## src/common/scp_pkg.sv

```systemverilog
// Package for the service-call port trap: constants, types and layouts
package scp_pkg;
  localparam int unsigned NUM_SVC    = 8;
  localparam int unsigned SEG_SHIFT  = 4;
  // Ports above this value need the index port register for addressing
  localparam logic [15:0] DIRECT_MAX = 16'h00ff;
  // Default port of service n is PORT_BASE - n; slot n sits at SLOT_BASE + 4*(n-1)
  localparam logic [15:0] PORT_BASE  = 16'h1008;
  localparam logic [19:0] SLOT_BASE  = 20'h0_0040;
  localparam logic [19:0] SLOT_STEP  = 20'h0_0004;
  localparam logic [2:0]  RST_SVC    = 3'h0;
  localparam logic [1:0]  RST_BYTE   = 2'h0;
  localparam logic [1:0]  LAST_BYTE  = 2'h3;
  localparam logic [15:0] RST_SEG    = 16'h0000;

  typedef enum logic [1:0] {
    SCP_SEG_CODE  = 2'b00,
    SCP_SEG_DATA  = 2'b01,
    SCP_SEG_STACK = 2'b10,
    SCP_SEG_EXTRA = 2'b11
  } scp_seg_e;

  typedef enum logic [1:0] {
    SCP_IDLE  = 2'b00,
    SCP_FETCH = 2'b01,
    SCP_WAIT  = 2'b10,
    SCP_HAND  = 2'b11
  } scp_state_e;

  // Bus cycle seen from the core
  typedef struct packed {
    logic        valid;
    logic        io;
    logic        write;
    logic [15:0] addr;
  } scp_cyc_s;

  // Host reconfiguration write of one service entry
  typedef struct packed {
    logic        valid;
    logic [2:0]  svc;
    logic [15:0] port;
    logic [19:0] slot;
  } scp_cfg_s;

  // Request handed to the host
  typedef struct packed {
    logic        valid;
    logic [2:0]  svc;
    logic [19:0] request_block;
  } scp_req_s;
endpackage : scp_pkg

```

## src/hw/scp_cfg_mem.sv

```systemverilog
// Table of service port values and pointer slot addresses, host reconfigurable
`timescale 1ns/100ps
`default_nettype none
module scp_cfg_mem (
  // Clock and reset
  input  wire logic            clk_sys,
  input  wire logic            reset_n,
  // Host reconfiguration
  input  wire scp_pkg::scp_cfg_s cfg,
  // Lookup
  input  wire logic [2:0]      rd_svc,
  output logic [19:0]          rd_slot,
  output logic [scp_pkg::NUM_SVC*16-1:0] port_vec
);
  logic [15:0] port      [scp_pkg::NUM_SVC];
  logic [19:0] slot      [scp_pkg::NUM_SVC];
  logic [15:0] next_port [scp_pkg::NUM_SVC];
  logic [19:0] next_slot [scp_pkg::NUM_SVC];
  logic [19:0] next_rd_slot;

  for (genvar i = 0; i < scp_pkg::NUM_SVC; i++) begin : g_ent
    // Entry i serves service i+1; entry 7 takes port 1000 and slot 5C
    localparam logic [15:0] DEF_PORT = scp_pkg::PORT_BASE - 16'(i + 1);
    localparam logic [19:0] DEF_SLOT = scp_pkg::SLOT_BASE + 20'(i) * scp_pkg::SLOT_STEP;
    always_comb begin
      next_port[i] = port[i];
      next_slot[i] = slot[i];
      if (cfg.valid && cfg.svc == 3'(i)) begin
        next_port[i] = cfg.port;
        next_slot[i] = cfg.slot;
      end
    end
    always_ff @(posedge clk_sys) begin
      if (!reset_n) begin
        port[i] <= DEF_PORT;
        slot[i] <= DEF_SLOT;
      end else begin
        port[i] <= next_port[i];
        slot[i] <= next_slot[i];
      end
    end
    assign port_vec[i*16 +: 16] = port[i];
  end

  always_comb begin
    next_rd_slot = slot[rd_svc];
  end
  always_ff @(posedge clk_sys) begin
    if (!reset_n) begin
      rd_slot <= '0;
    end else begin
      rd_slot <= next_rd_slot;
    end
  end
endmodule : scp_cfg_mem
`default_nettype wire

```

## src/hw/scp_trap.sv

```systemverilog
// Service-call port trap with segment address forming and DMA write stall
`timescale 1ns/100ps
`default_nettype none
module scp_trap (
  // Clock and reset
  input  wire logic              clk_sys,
  input  wire logic              reset_n,
  // Core bus cycle and mode
  input  wire scp_pkg::scp_cyc_s cyc,
  input  wire logic [1:0]        emu_mode,
  // Segment address forming
  input  wire logic [1:0]        seg_sel,
  input  wire logic              seg_we,
  input  wire logic [15:0]       seg_wdata,
  input  wire logic [15:0]       offset,
  output logic [19:0]            phys_addr,
  // DMA stall
  input  wire logic              dma_active,
  input  wire logic              instr_mem_write,
  output logic                   exec_stall,
  // Pointer slot reads (program memory)
  output logic                   ptr_rd,
  output logic [19:0]            ptr_addr,
  input  wire logic              ptr_valid,
  input  wire logic [7:0]        ptr_data,
  // Host reconfiguration and request
  input  wire scp_pkg::scp_cfg_s cfg,
  output scp_pkg::scp_req_s      req,
  input  wire logic              req_ack,
  output logic                   trap_hold
);
  logic [scp_pkg::NUM_SVC*16-1:0] port_vec;
  logic [19:0] slot_addr;
  logic [15:0] seg      [4];
  logic [15:0] next_seg [4];
  logic [15:0] seg_cur;
  logic        hit;
  logic [2:0]  hit_svc;
  logic [2:0]  look_svc;
  scp_pkg::scp_state_e state, next_state;
  logic [2:0]  svc, next_svc;

  scp_cfg_mem u_cfg (
    .clk_sys  (clk_sys),
    .reset_n  (reset_n),
    .cfg      (cfg),
    .rd_svc   (look_svc),
    .rd_slot  (slot_addr),
    .port_vec (port_vec)
  );

  // Slot lookup follows the latched service once busy, else later bytes hit entry 0
  always_comb begin
    look_svc = (state == scp_pkg::SCP_IDLE) ? hit_svc : svc;
  end

  // Port match; emulation mode plays no part in detection
  always_comb begin
    hit     = 1'b0;
    hit_svc = scp_pkg::RST_SVC;
    for (int i = 0; i < scp_pkg::NUM_SVC; i++) begin
      if (cyc.valid && cyc.io && cyc.write &&
          cyc.addr == port_vec[i*16 +: 16]) begin
        hit     = 1'b1;
        hit_svc = 3'(i);
      end
    end
  end

  // Segment registers
  for (genvar s = 0; s < 4; s++) begin : g_seg
    always_comb begin
      next_seg[s] = seg[s];
      if (seg_we && seg_sel == 2'(s)) begin
        next_seg[s] = seg_wdata;
      end
    end
    always_ff @(posedge clk_sys) begin
      if (!reset_n) begin
        seg[s] <= scp_pkg::RST_SEG;
      end else begin
        seg[s] <= next_seg[s];
      end
    end
  end

  always_comb begin
    seg_cur = seg[seg_sel];
  end

  logic [19:0] next_phys;
  logic        next_stall;
  always_comb begin
    next_phys  = {seg[seg_sel], 4'h0} + {4'h0, offset};
    next_stall = dma_active && instr_mem_write;
  end
  always_ff @(posedge clk_sys) begin
    if (!reset_n) begin
      phys_addr  <= '0;
      exec_stall <= 1'b0;
    end else begin
      phys_addr  <= next_phys;
      exec_stall <= next_stall;
    end
  end

  // Trap sequencer: latch, fetch four pointer bytes, hand to host
  logic        next_trap_hold;
  logic [1:0]  bidx, next_bidx;
  logic [19:0] ptr, next_ptr;
  logic [19:0] next_ptr_addr;
  logic        next_ptr_rd;
  scp_pkg::scp_req_s next_req;

  always_comb begin
    next_state    = state;
    next_svc      = svc;
    next_bidx     = bidx;
    next_ptr      = ptr;
    next_ptr_rd   = 1'b0;
    next_ptr_addr = ptr_addr;
    next_req      = req;
    unique case (state)
      scp_pkg::SCP_IDLE: begin
        if (hit) begin
          next_svc   = hit_svc;
          next_bidx  = scp_pkg::RST_BYTE;
          next_state = scp_pkg::SCP_FETCH;
        end
      end
      scp_pkg::SCP_FETCH: begin
        next_ptr_rd   = 1'b1;
        next_ptr_addr = slot_addr + {18'h0_0000, bidx};
        next_state    = scp_pkg::SCP_WAIT;
      end
      scp_pkg::SCP_WAIT: begin
        if (ptr_valid) begin
          // Byte 0 unused, then bits 19:16, 15:8, 7:0 of the 20-bit pointer
          unique case (bidx)
            2'h1:    next_ptr[19:16] = ptr_data[3:0];
            2'h2:    next_ptr[15:8]  = ptr_data;
            2'h3:    next_ptr[7:0]   = ptr_data;
            default: next_ptr        = ptr;
          endcase
          if (bidx == scp_pkg::LAST_BYTE) begin
            next_state = scp_pkg::SCP_HAND;
          end else begin
            next_bidx  = bidx + 2'h1;
            next_state = scp_pkg::SCP_FETCH;
          end
        end else begin
          next_ptr_rd = 1'b1;
        end
      end
      scp_pkg::SCP_HAND: begin
        next_req.valid         = 1'b1;
        next_req.svc           = svc + 3'h1;
        next_req.request_block = ptr;
        if (req_ack && req.valid) begin
          next_req.valid = 1'b0;
          next_state     = scp_pkg::SCP_IDLE;
        end
      end
    endcase
    // Holds the core from the trap until the host ack returns the sequencer to idle
    next_trap_hold = (next_state != scp_pkg::SCP_IDLE);
  end

  always_ff @(posedge clk_sys) begin
    if (!reset_n) begin
      state     <= scp_pkg::SCP_IDLE;
      svc       <= scp_pkg::RST_SVC;
      bidx      <= scp_pkg::RST_BYTE;
      ptr       <= '0;
      ptr_rd    <= 1'b0;
      ptr_addr  <= '0;
      req       <= '0;
      trap_hold <= 1'b0;
    end else begin
      state     <= next_state;
      svc       <= next_svc;
      bidx      <= next_bidx;
      ptr       <= next_ptr;
      ptr_rd    <= next_ptr_rd;
      ptr_addr  <= next_ptr_addr;
      req       <= next_req;
      trap_hold <= next_trap_hold;
    end
  end
endmodule : scp_trap
`default_nettype wire

```

## config.mk

```make
export PLATFORM = sky130hd
export DESIGN_NAME = scp_trap
export DESIGN_NICKNAME = d
export VERILOG_FILES = /design/src/common/scp_pkg.sv /design/src/hw/scp_cfg_mem.sv /design/src/hw/scp_trap.sv
export SDC_FILE = /design/constraint.sdc
export NUM_CORES = 1
export LEC_CHECK = 0
export ABC_AREA = 1
export BUFFER_PORTS_ARGS = -buffer_cell sky130_fd_sc_hd__clkbuf_2
export CORE_MARGIN = 5
export CORE_UTILIZATION = 55
export DETAILED_ROUTE_END_ITERATION = 6
export PLACE_DENSITY = 0.71
export SLEW_MARGIN = 20
export SYNTH_ARGS = -nofsm -noshare
export SYNTH_HDL_FRONTEND = slang
export SYNTH_SLANG_ARGS = --single-unit
```

## constraint.sdc

```tcl
create_clock -name clk_sys -period 4.2 [get_ports clk_sys]
set_clock_uncertainty 0.15 [all_clocks]
set_input_delay 0.63 -clock clk_sys [delete_from_list [all_inputs] [get_ports clk_sys]]
set_output_delay 0.63 -clock clk_sys [all_outputs]
set_load 0.01 [all_outputs]
```

==> impl_metrics.py, run 1 <==
metrics = {
    "outcome": {
        "status": "finished clean",
    },
    "route": {
        "vias": 19100,
        "firstDrtPassIters": 6,
        "route.detailed.wl_per_inst_um": 19.8,
        "drc_errors": 0,
        "ant_nets": 0,
        "drtIter0Drc": 1783,
        "routed_via_density": 5.58,
        "finalWirelength_um": 67800,
    },
    "timing": {
        "setup_viol": 0,
        "rsz0062_at_grt": "no",
        "setup_ws_ns": 0.626,
        "final.setup.tns_ns": 0,
        "hold_viol": 0,
        "relSlewSlack_pct": 26.7,
        "fin_crit_ns": 3.57,
        "timing.fmax_ghz": 0.280,
        "worst_pin_slew_ns": 1.09,
        "maxSlewViolCount": 0,
        "finalCritPeriodShare_pct": 85.1,
        "holdWs_ns": 0.0667,
    },
    "power": {
        "seq_power_share_pct": 49.1,
        "p_leak_nw": 11.3,
        "p_int_w": 0.00773,
        "swShare_pct": 24.9,
        "power.share.combinational_pct": 8.9,
        "ir_worst_vdd_mv": 0.324,
        "power_frac_clock_pct": 42.0,
        "power.switching_w": 0.00256,
        "power_density_mw_per_mm2": 414,
    },
    "critical_path": {
        "r2r_end": "phys_addr[19]",
        "crit_required_ns": 4.49,
        "start_kind": "primary input",
        "reg2reg_setup_slack_ns": 0.82,
        "cp_slowest_cell": "fa_1",
        "cp-end-kind": "register",
        "critPathMaxFanout": 6,
        "startpoint": "seg_sel[0]",
        "setup.worst_path.class": "in -> reg",
        "reg2reg_depth": 15,
        "max_stage_delay_ns": 0.43,
        "arrival_ns": 3.86,
        "reg2reg_from": "seg[3][1]",
        "endpoint": "phys_addr[18]",
        "crit_chain": "clkbuf_2, nor2_1, a22oi_1, nand2_1, ha_1, inv_1, fa_1, o31ai_1, a21boi_0, o21ai_0, a21oi_1, o21ai_0, nand2_1, inv_1, nand2_1, o21ai_0, a21oi_1",
    },
    "synthesis": {
        "synth_cells": 2686,
        "netlist_top_cells_area": "edfxtp_1 31%, dfxtp_1 22%, nand2_1 8.5%, nor2_1 7.7%, inv_1 6.4%",
        "synth_fp_nets": 2820,
        "synthFlopType": "dfxtp_1",
        "synth_top_area_share_pct": 30.8,
        "yosysMostFrequentCell": "nand2_1",
        "synth_area_mm2": 0.0219,
        "synthTopCellsByCount": "497 x nand2_1, 448 x nor2_1, 371 x inv_1",
        "yosysTopAreaCell": "edfxtp_1",
        "async_flop_share_pct": 0,
        "ys_seq_area_share_pct": 52.9,
        "synth-seq-cells": 466,
        "ys_types": 55,
        "synth-edff-count": 224,
        "ys_warn_count": 0,
        "syn_avg_cell_area_um2": 8.14,
    },
    "cts": {
        "clockBufferDepth": 3,
        "postCtsSetupRepairBufs": 0,
        "clk_pin_slew_ns": 0.06,
        "cts_made_buffers": 50,
        "cts.sinks": 466,
        "cts_tree": "built",
        "cts-htree-levels": 2,
        "ctsResizeCount": 0,
        "cts-root-buf": "clkbuf_16",
        "cts_hold_buf": 0,
        "clock_latency_ns": 0.60,
    },
    "global_route": {
        "antenna_found_initial": 0,
        "gr-total-overflow": 0,
        "grt_pass1_wl_um": 102000,
        "grt_pass1_vias": 18100,
        "grt_max_degree": 83,
        "grt_usage_pct": 29.9,
    },
    "floorplanning": {
        "die_y_um": 209,
        "chipWidth_um": 209,
        "rows": 73,
        "io_pins": 177,
        "dieArea_mm2": 0.0439,
        "coreArea_mm2": 0.0395,
        "start_util_pct": 55.3,
    },
    "placement": {
        "dp_hpwl_um": 44900,
        "routabilityCongestion": 0.963,
        "pre_cts_ws_ns": 0.112,
        "port_buffers": 174,
    },
    "min_path": {
        "min_from": "offset[2]",
        "hold_class": "in -> reg",
    },
    "cells_and_area": {
        "area_delta_synth_final_pct": 13.7,
        "drive_gt1_share_pct": 11.5,
        "layout.nets": 2984,
        "utilization_pct": 62.9,
    },
    "job": {
        "max_cap_violations": 0,
    },
}
## layout make-up
cell class	count	area, µm²
Sequential cell	466	11600
Clock buffer	71	1420
Antenna cell	1	2.50
Clock inverter	22	176
Fill cell	3453	14700
Tap cell	525	657
Inverter	394	1480
Timing Repair Buffer	226	1310
Multi-Input combinational cell	1712	8250
## state kept, by name, summed over array words and instances, names as in the netlist
register,count
u_cfg.slot,160
u_cfg.port,128
seg,64
req,24
phys_addr,20
ptr,20
ptr_addr,20
u_cfg.rd_slot,20
svc,3
bidx,2
state,2
exec_stall,1
ptr_rd,1
trap_hold,1
## layer usage
layer	routed length, µm	global-route usage [%]	up-vias
met5	0	0	-
met4	3190	13.4	0
met3	5790	4.36	176
met2	31800	48.8	887
met1	27000	39.9	8965
li1	-	-	9044
## power by group through the flow
stage / sequential [W] / combinational (W) / clock, W
finish: 0.00505 / 0.000918 / 0.00432
global route: 0.00507 / 0.00100 / 0.00456
floorplan: 0.00514 / 0.000542 / 0
CTS: 0.00505 / 0.000907 / 0.00436
detailed placement: 0.00515 / 0.000902 / 0
global placement: 0.00514 / 0.000887 / 0
## placed cells by master, fill, tap and decap left out, types with 30 or more instances in the layout
cell	count
nand3_1	207
edfxtp_1	224
a21oi_1	97
nand2_1	497
inv_1	371
xnor2_1	30
clkbuf_2	173
o22ai_1	68
nor3_1	34
clkbuf_16	52
xor2_1	41
nor2_1	448
buf_4	49
dfxtp_1	242
a22oi_1	38
o21ai_0	134
## how the worst min path moves through the flow
stage / to / depth (start not counted)
2_1_floorplan: ptr[19] / 2
3_3_place_gp: req[1] / 2
3_5_place_dp: ptr[18] / 2
4_1_cts: phys_addr[2] / 3
5_1_grt: phys_addr[3] / 3
6_report: phys_addr[2] / 3
## worst max-delay path, delay by kind of cell
family	cells	cell delay, ns
fa+ha+maj	2	0.59
compound gates	8	1.73
simple gates	4	0.67
buf+inv	3	0.25
## per-stage QoR
step                      std cells  total power, W  area [µm²]
after global placement         3323         0.00603       23300
after floorplan                2686         0.00568       21900
after CTS                      3416          0.0103       24900
after detailed placement       3323         0.00605       23300
after global routing           3416          0.0106       24900
final                          3417          0.0103       24900
## logic make-up after synthesis
kind of cell | share of synthesized area [%]
simple gates | 23.9
flops | 52.9
fa+ha+maj | 1.44
buf+inv | 9.40
xor+xnor | 2.84
compound gates | 9.50
Power figures use the tool's default switching activity.
==> run 2: changes to the inputs <==
--- a/config.mk
+++ b/config.mk
@@ -7,7 +7,6 @@
 export LEC_CHECK = 0
 export ABC_AREA = 1
 export BUFFER_PORTS_ARGS = -buffer_cell sky130_fd_sc_hd__clkbuf_2
-export CORE_MARGIN = 5
 export CORE_UTILIZATION = 55
 export DETAILED_ROUTE_END_ITERATION = 6
 export PLACE_DENSITY = 0.71
==> run 2 against run 1 <==
- via count decreased by 0.82%
- sequential power about the same
- final cell count decreased by 0.35%
- clock power about the same
- power decreased by 0.41%
- utilization increased by 0.88 points
- sequential cell count unchanged
- non-clock buffer count decreased by 2
==> impl_metrics.py, run 2 (same netlist as run 1, synthesis figures left out) <==
metrics = {
    "outcome": {
        "status": "finished clean",
    },
    "route": {
        "drc_errors": 0,
        "routed_via_density": 5.56,
        "route.detailed.wl_per_inst_um": 18.9,
        "ant_nets": 0,
        "vias": 18900,
        "finalWirelength_um": 64300,
        "drtIter0Drc": 1609,
        "firstDrtPassIters": 5,
    },
    "cts": {
        "cts_tree": "built",
        "ctsResizeCount": 0,
        "cts.sinks": 466,
        "cts-root-buf": "clkbuf_16",
        "postCtsSetupRepairBufs": 0,
        "clk_pin_slew_ns": 0.06,
        "clock_latency_ns": 0.60,
        "cts-htree-levels": 2,
        "cts_hold_buf": 0,
        "clockBufferDepth": 3,
        "cts_made_buffers": 49,
    },
    "critical_path": {
        "arrival_ns": 3.82,
        "setup.worst_path.class": "in -> reg",
        "endpoint": "phys_addr[19]",
        "r2r_end": "phys_addr[19]",
        "cp-end-kind": "register",
        "reg2reg_setup_slack_ns": 0.80,
        "start_kind": "primary input",
        "reg2reg_from": "seg[3][1]",
        "critPathMaxFanout": 4,
        "reg2reg_depth": 15,
        "crit_required_ns": 4.56,
        "startpoint": "seg_sel[0]",
    },
    "timing": {
        "holdWs_ns": 0.0783,
        "setup_viol": 0,
        "worst_pin_slew_ns": 0.977,
        "final.setup.tns_ns": 0,
        "relSlewSlack_pct": 34.9,
        "rsz0062_at_grt": "no",
        "timing.fmax_ghz": 0.289,
        "fin_crit_ns": 3.46,
        "finalCritPeriodShare_pct": 82.5,
        "hold_viol": 0,
        "maxSlewViolCount": 0,
    },
    "global_route": {
        "gr-total-overflow": 0,
        "grt_max_degree": 91,
        "antenna_found_initial": 1,
        "grt_usage_pct": 31.5,
        "grt_pass1_wl_um": 98300,
        "grt_pass1_vias": 17900,
    },
    "cells_and_area": {
        "seq_area_mm2": 0.0116,
        "reg.largest.list": "u_cfg.slot: 160 flops, u_cfg.port: 128 flops, seg: 64 flops",
        "finalInstanceArea_mm2": 0.0248,
        "layout.nets": 2981,
        "layout_common_cells": "497 x nand2_1, 448 x nor2_1, 371 x inv_1",
        "largest_reg_flops": 160,
        "top_register": "u_cfg.slot",
        "drive_gt1_share_pct": 11.3,
        "final_common_cell": "nand2_1",
        "layout.cells.non_filler": 3405,
        "nFillCells": 3378,
        "area_delta_synth_final_pct": 13.5,
        "multi_input_area_mm2": 0.00825,
    },
    "floorplanning": {
        "io_pins": 177,
        "coreArea_mm2": 0.0389,
        "chipWidth_um": 201,
        "die_y_um": 201,
        "rows": 72,
        "dieArea_mm2": 0.0406,
        "start_util_pct": 56.2,
    },
    "power": {
        "power_w": 0.0103,
        "ir_worst_vdd_mv": 0.397,
        "p_leak_nw": 11.3,
        "power_density_mw_per_mm2": 413,
    },
    "job": {
        "max_cap_violations": 0,
    },
    "placement": {
        "routabilityCongestion": 0.964,
        "dp_hpwl_um": 42400,
        "dpl_cell_area_mm2": 0.0232,
        "port_buffers": 174,
        "dpl.cell_count": 3314,
    },
    "min_path": {
        "hold_class": "in -> reg",
    },
}
-- run 2: cell types whose count changed in the layout (fill, tap and decap cells not counted), moves of 2 or more --
cell and delta:
clkinv_2 -8, clkbuf_1 +4, clkbuf_16 -3, buf_12 -2, bufinv_16 +2, clkinv_1 -2
clkinv_8 +2, clkinvlp_4 +2
-- run 2: how the worst min path moves through the flow --
| stage | start | depth (start not counted) | slack (ns) | end |
|---|---|---|---|---|
| finish | offset[2] | 3 | 0.08 | phys_addr[2] |
| global route | offset[0] | 3 | 0.07 | phys_addr[0] |
| CTS | offset[2] | 3 | 0.05 | phys_addr[2] |
| detailed placement | ptr[16] | 2 | 0.30 | ptr[16] |
| global placement | ptr[16] | 2 | 0.29 | req[16] |
| floorplan | ptr[19] | 2 | 0.28 | ptr[19] |
-- run 2: report_power, final --
| part | switching (W) | total [W] | leakage [nW] | internal, W |
|---|---|---|---|---|
| clock | 0.00178 | 0.00429 | 0.770 | 0.00251 |
| sequential | 0.0000770 | 0.00505 | 4.15 | 0.00498 |
| combinational | 0.000633 | 0.000905 | 6.36 | 0.000272 |
| total | 0.00249 | 0.0103 | 11.3 | 0.00776 |
-- run 2: layer usage --
layer / vias up / share of wire (%) / GRT usage [%]
li1: 9052 / - / -
met1: 8735 / 39 / 41.7
met2: 950 / 47 / 51.0
met3: 179 / 9.6 / 4.78
met4: 0 / 4.4 / 14.8
met5: - / 0 / 0
-- run 2: layout make-up --
class | count | area share (%)
Clock inverter | 16 | 0.847
Clock buffer | 74 | 5.54
Timing Repair Buffer | 224 | 5.13
Tap cell | 518 | 2.61
Antenna cell | 1 | 0.0101
Inverter | 394 | 5.97
Multi-Input combinational cell | 1712 | 33.3
Sequential cell | 466 | 46.6
-- run 2: metrics by stage --
stage / setup slack [ns] / util [%]
2_1_floorplan: 0.400 / -
3_3_place_gp: 0.325 / 59.7
3_5_place_dp: 0.225 / 59.7
4_1_cts: 0.819 / 63.8
5_1_grt: 0.345 / 63.8
6_report: 0.735 / 63.8
-- run 2: worst max-delay path, cell delays in order --
cell      delay (ns)
clkbuf_2        0.10
inv_1           0.05
nand2_1         0.09
clkinv_1        0.16
a22o_1          0.21
a221oi_1        0.53
inv_1           0.10
ha_1            0.30
nand3_1         0.06
nand2_1         0.12
a31oi_1         0.12
o21ai_0         0.31
nand3_1         0.15
o21ai_0         0.30
nand2_1         0.08
nand2_1         0.08
nand3_1         0.11
o21a_1          0.19
nor3_1          0.12
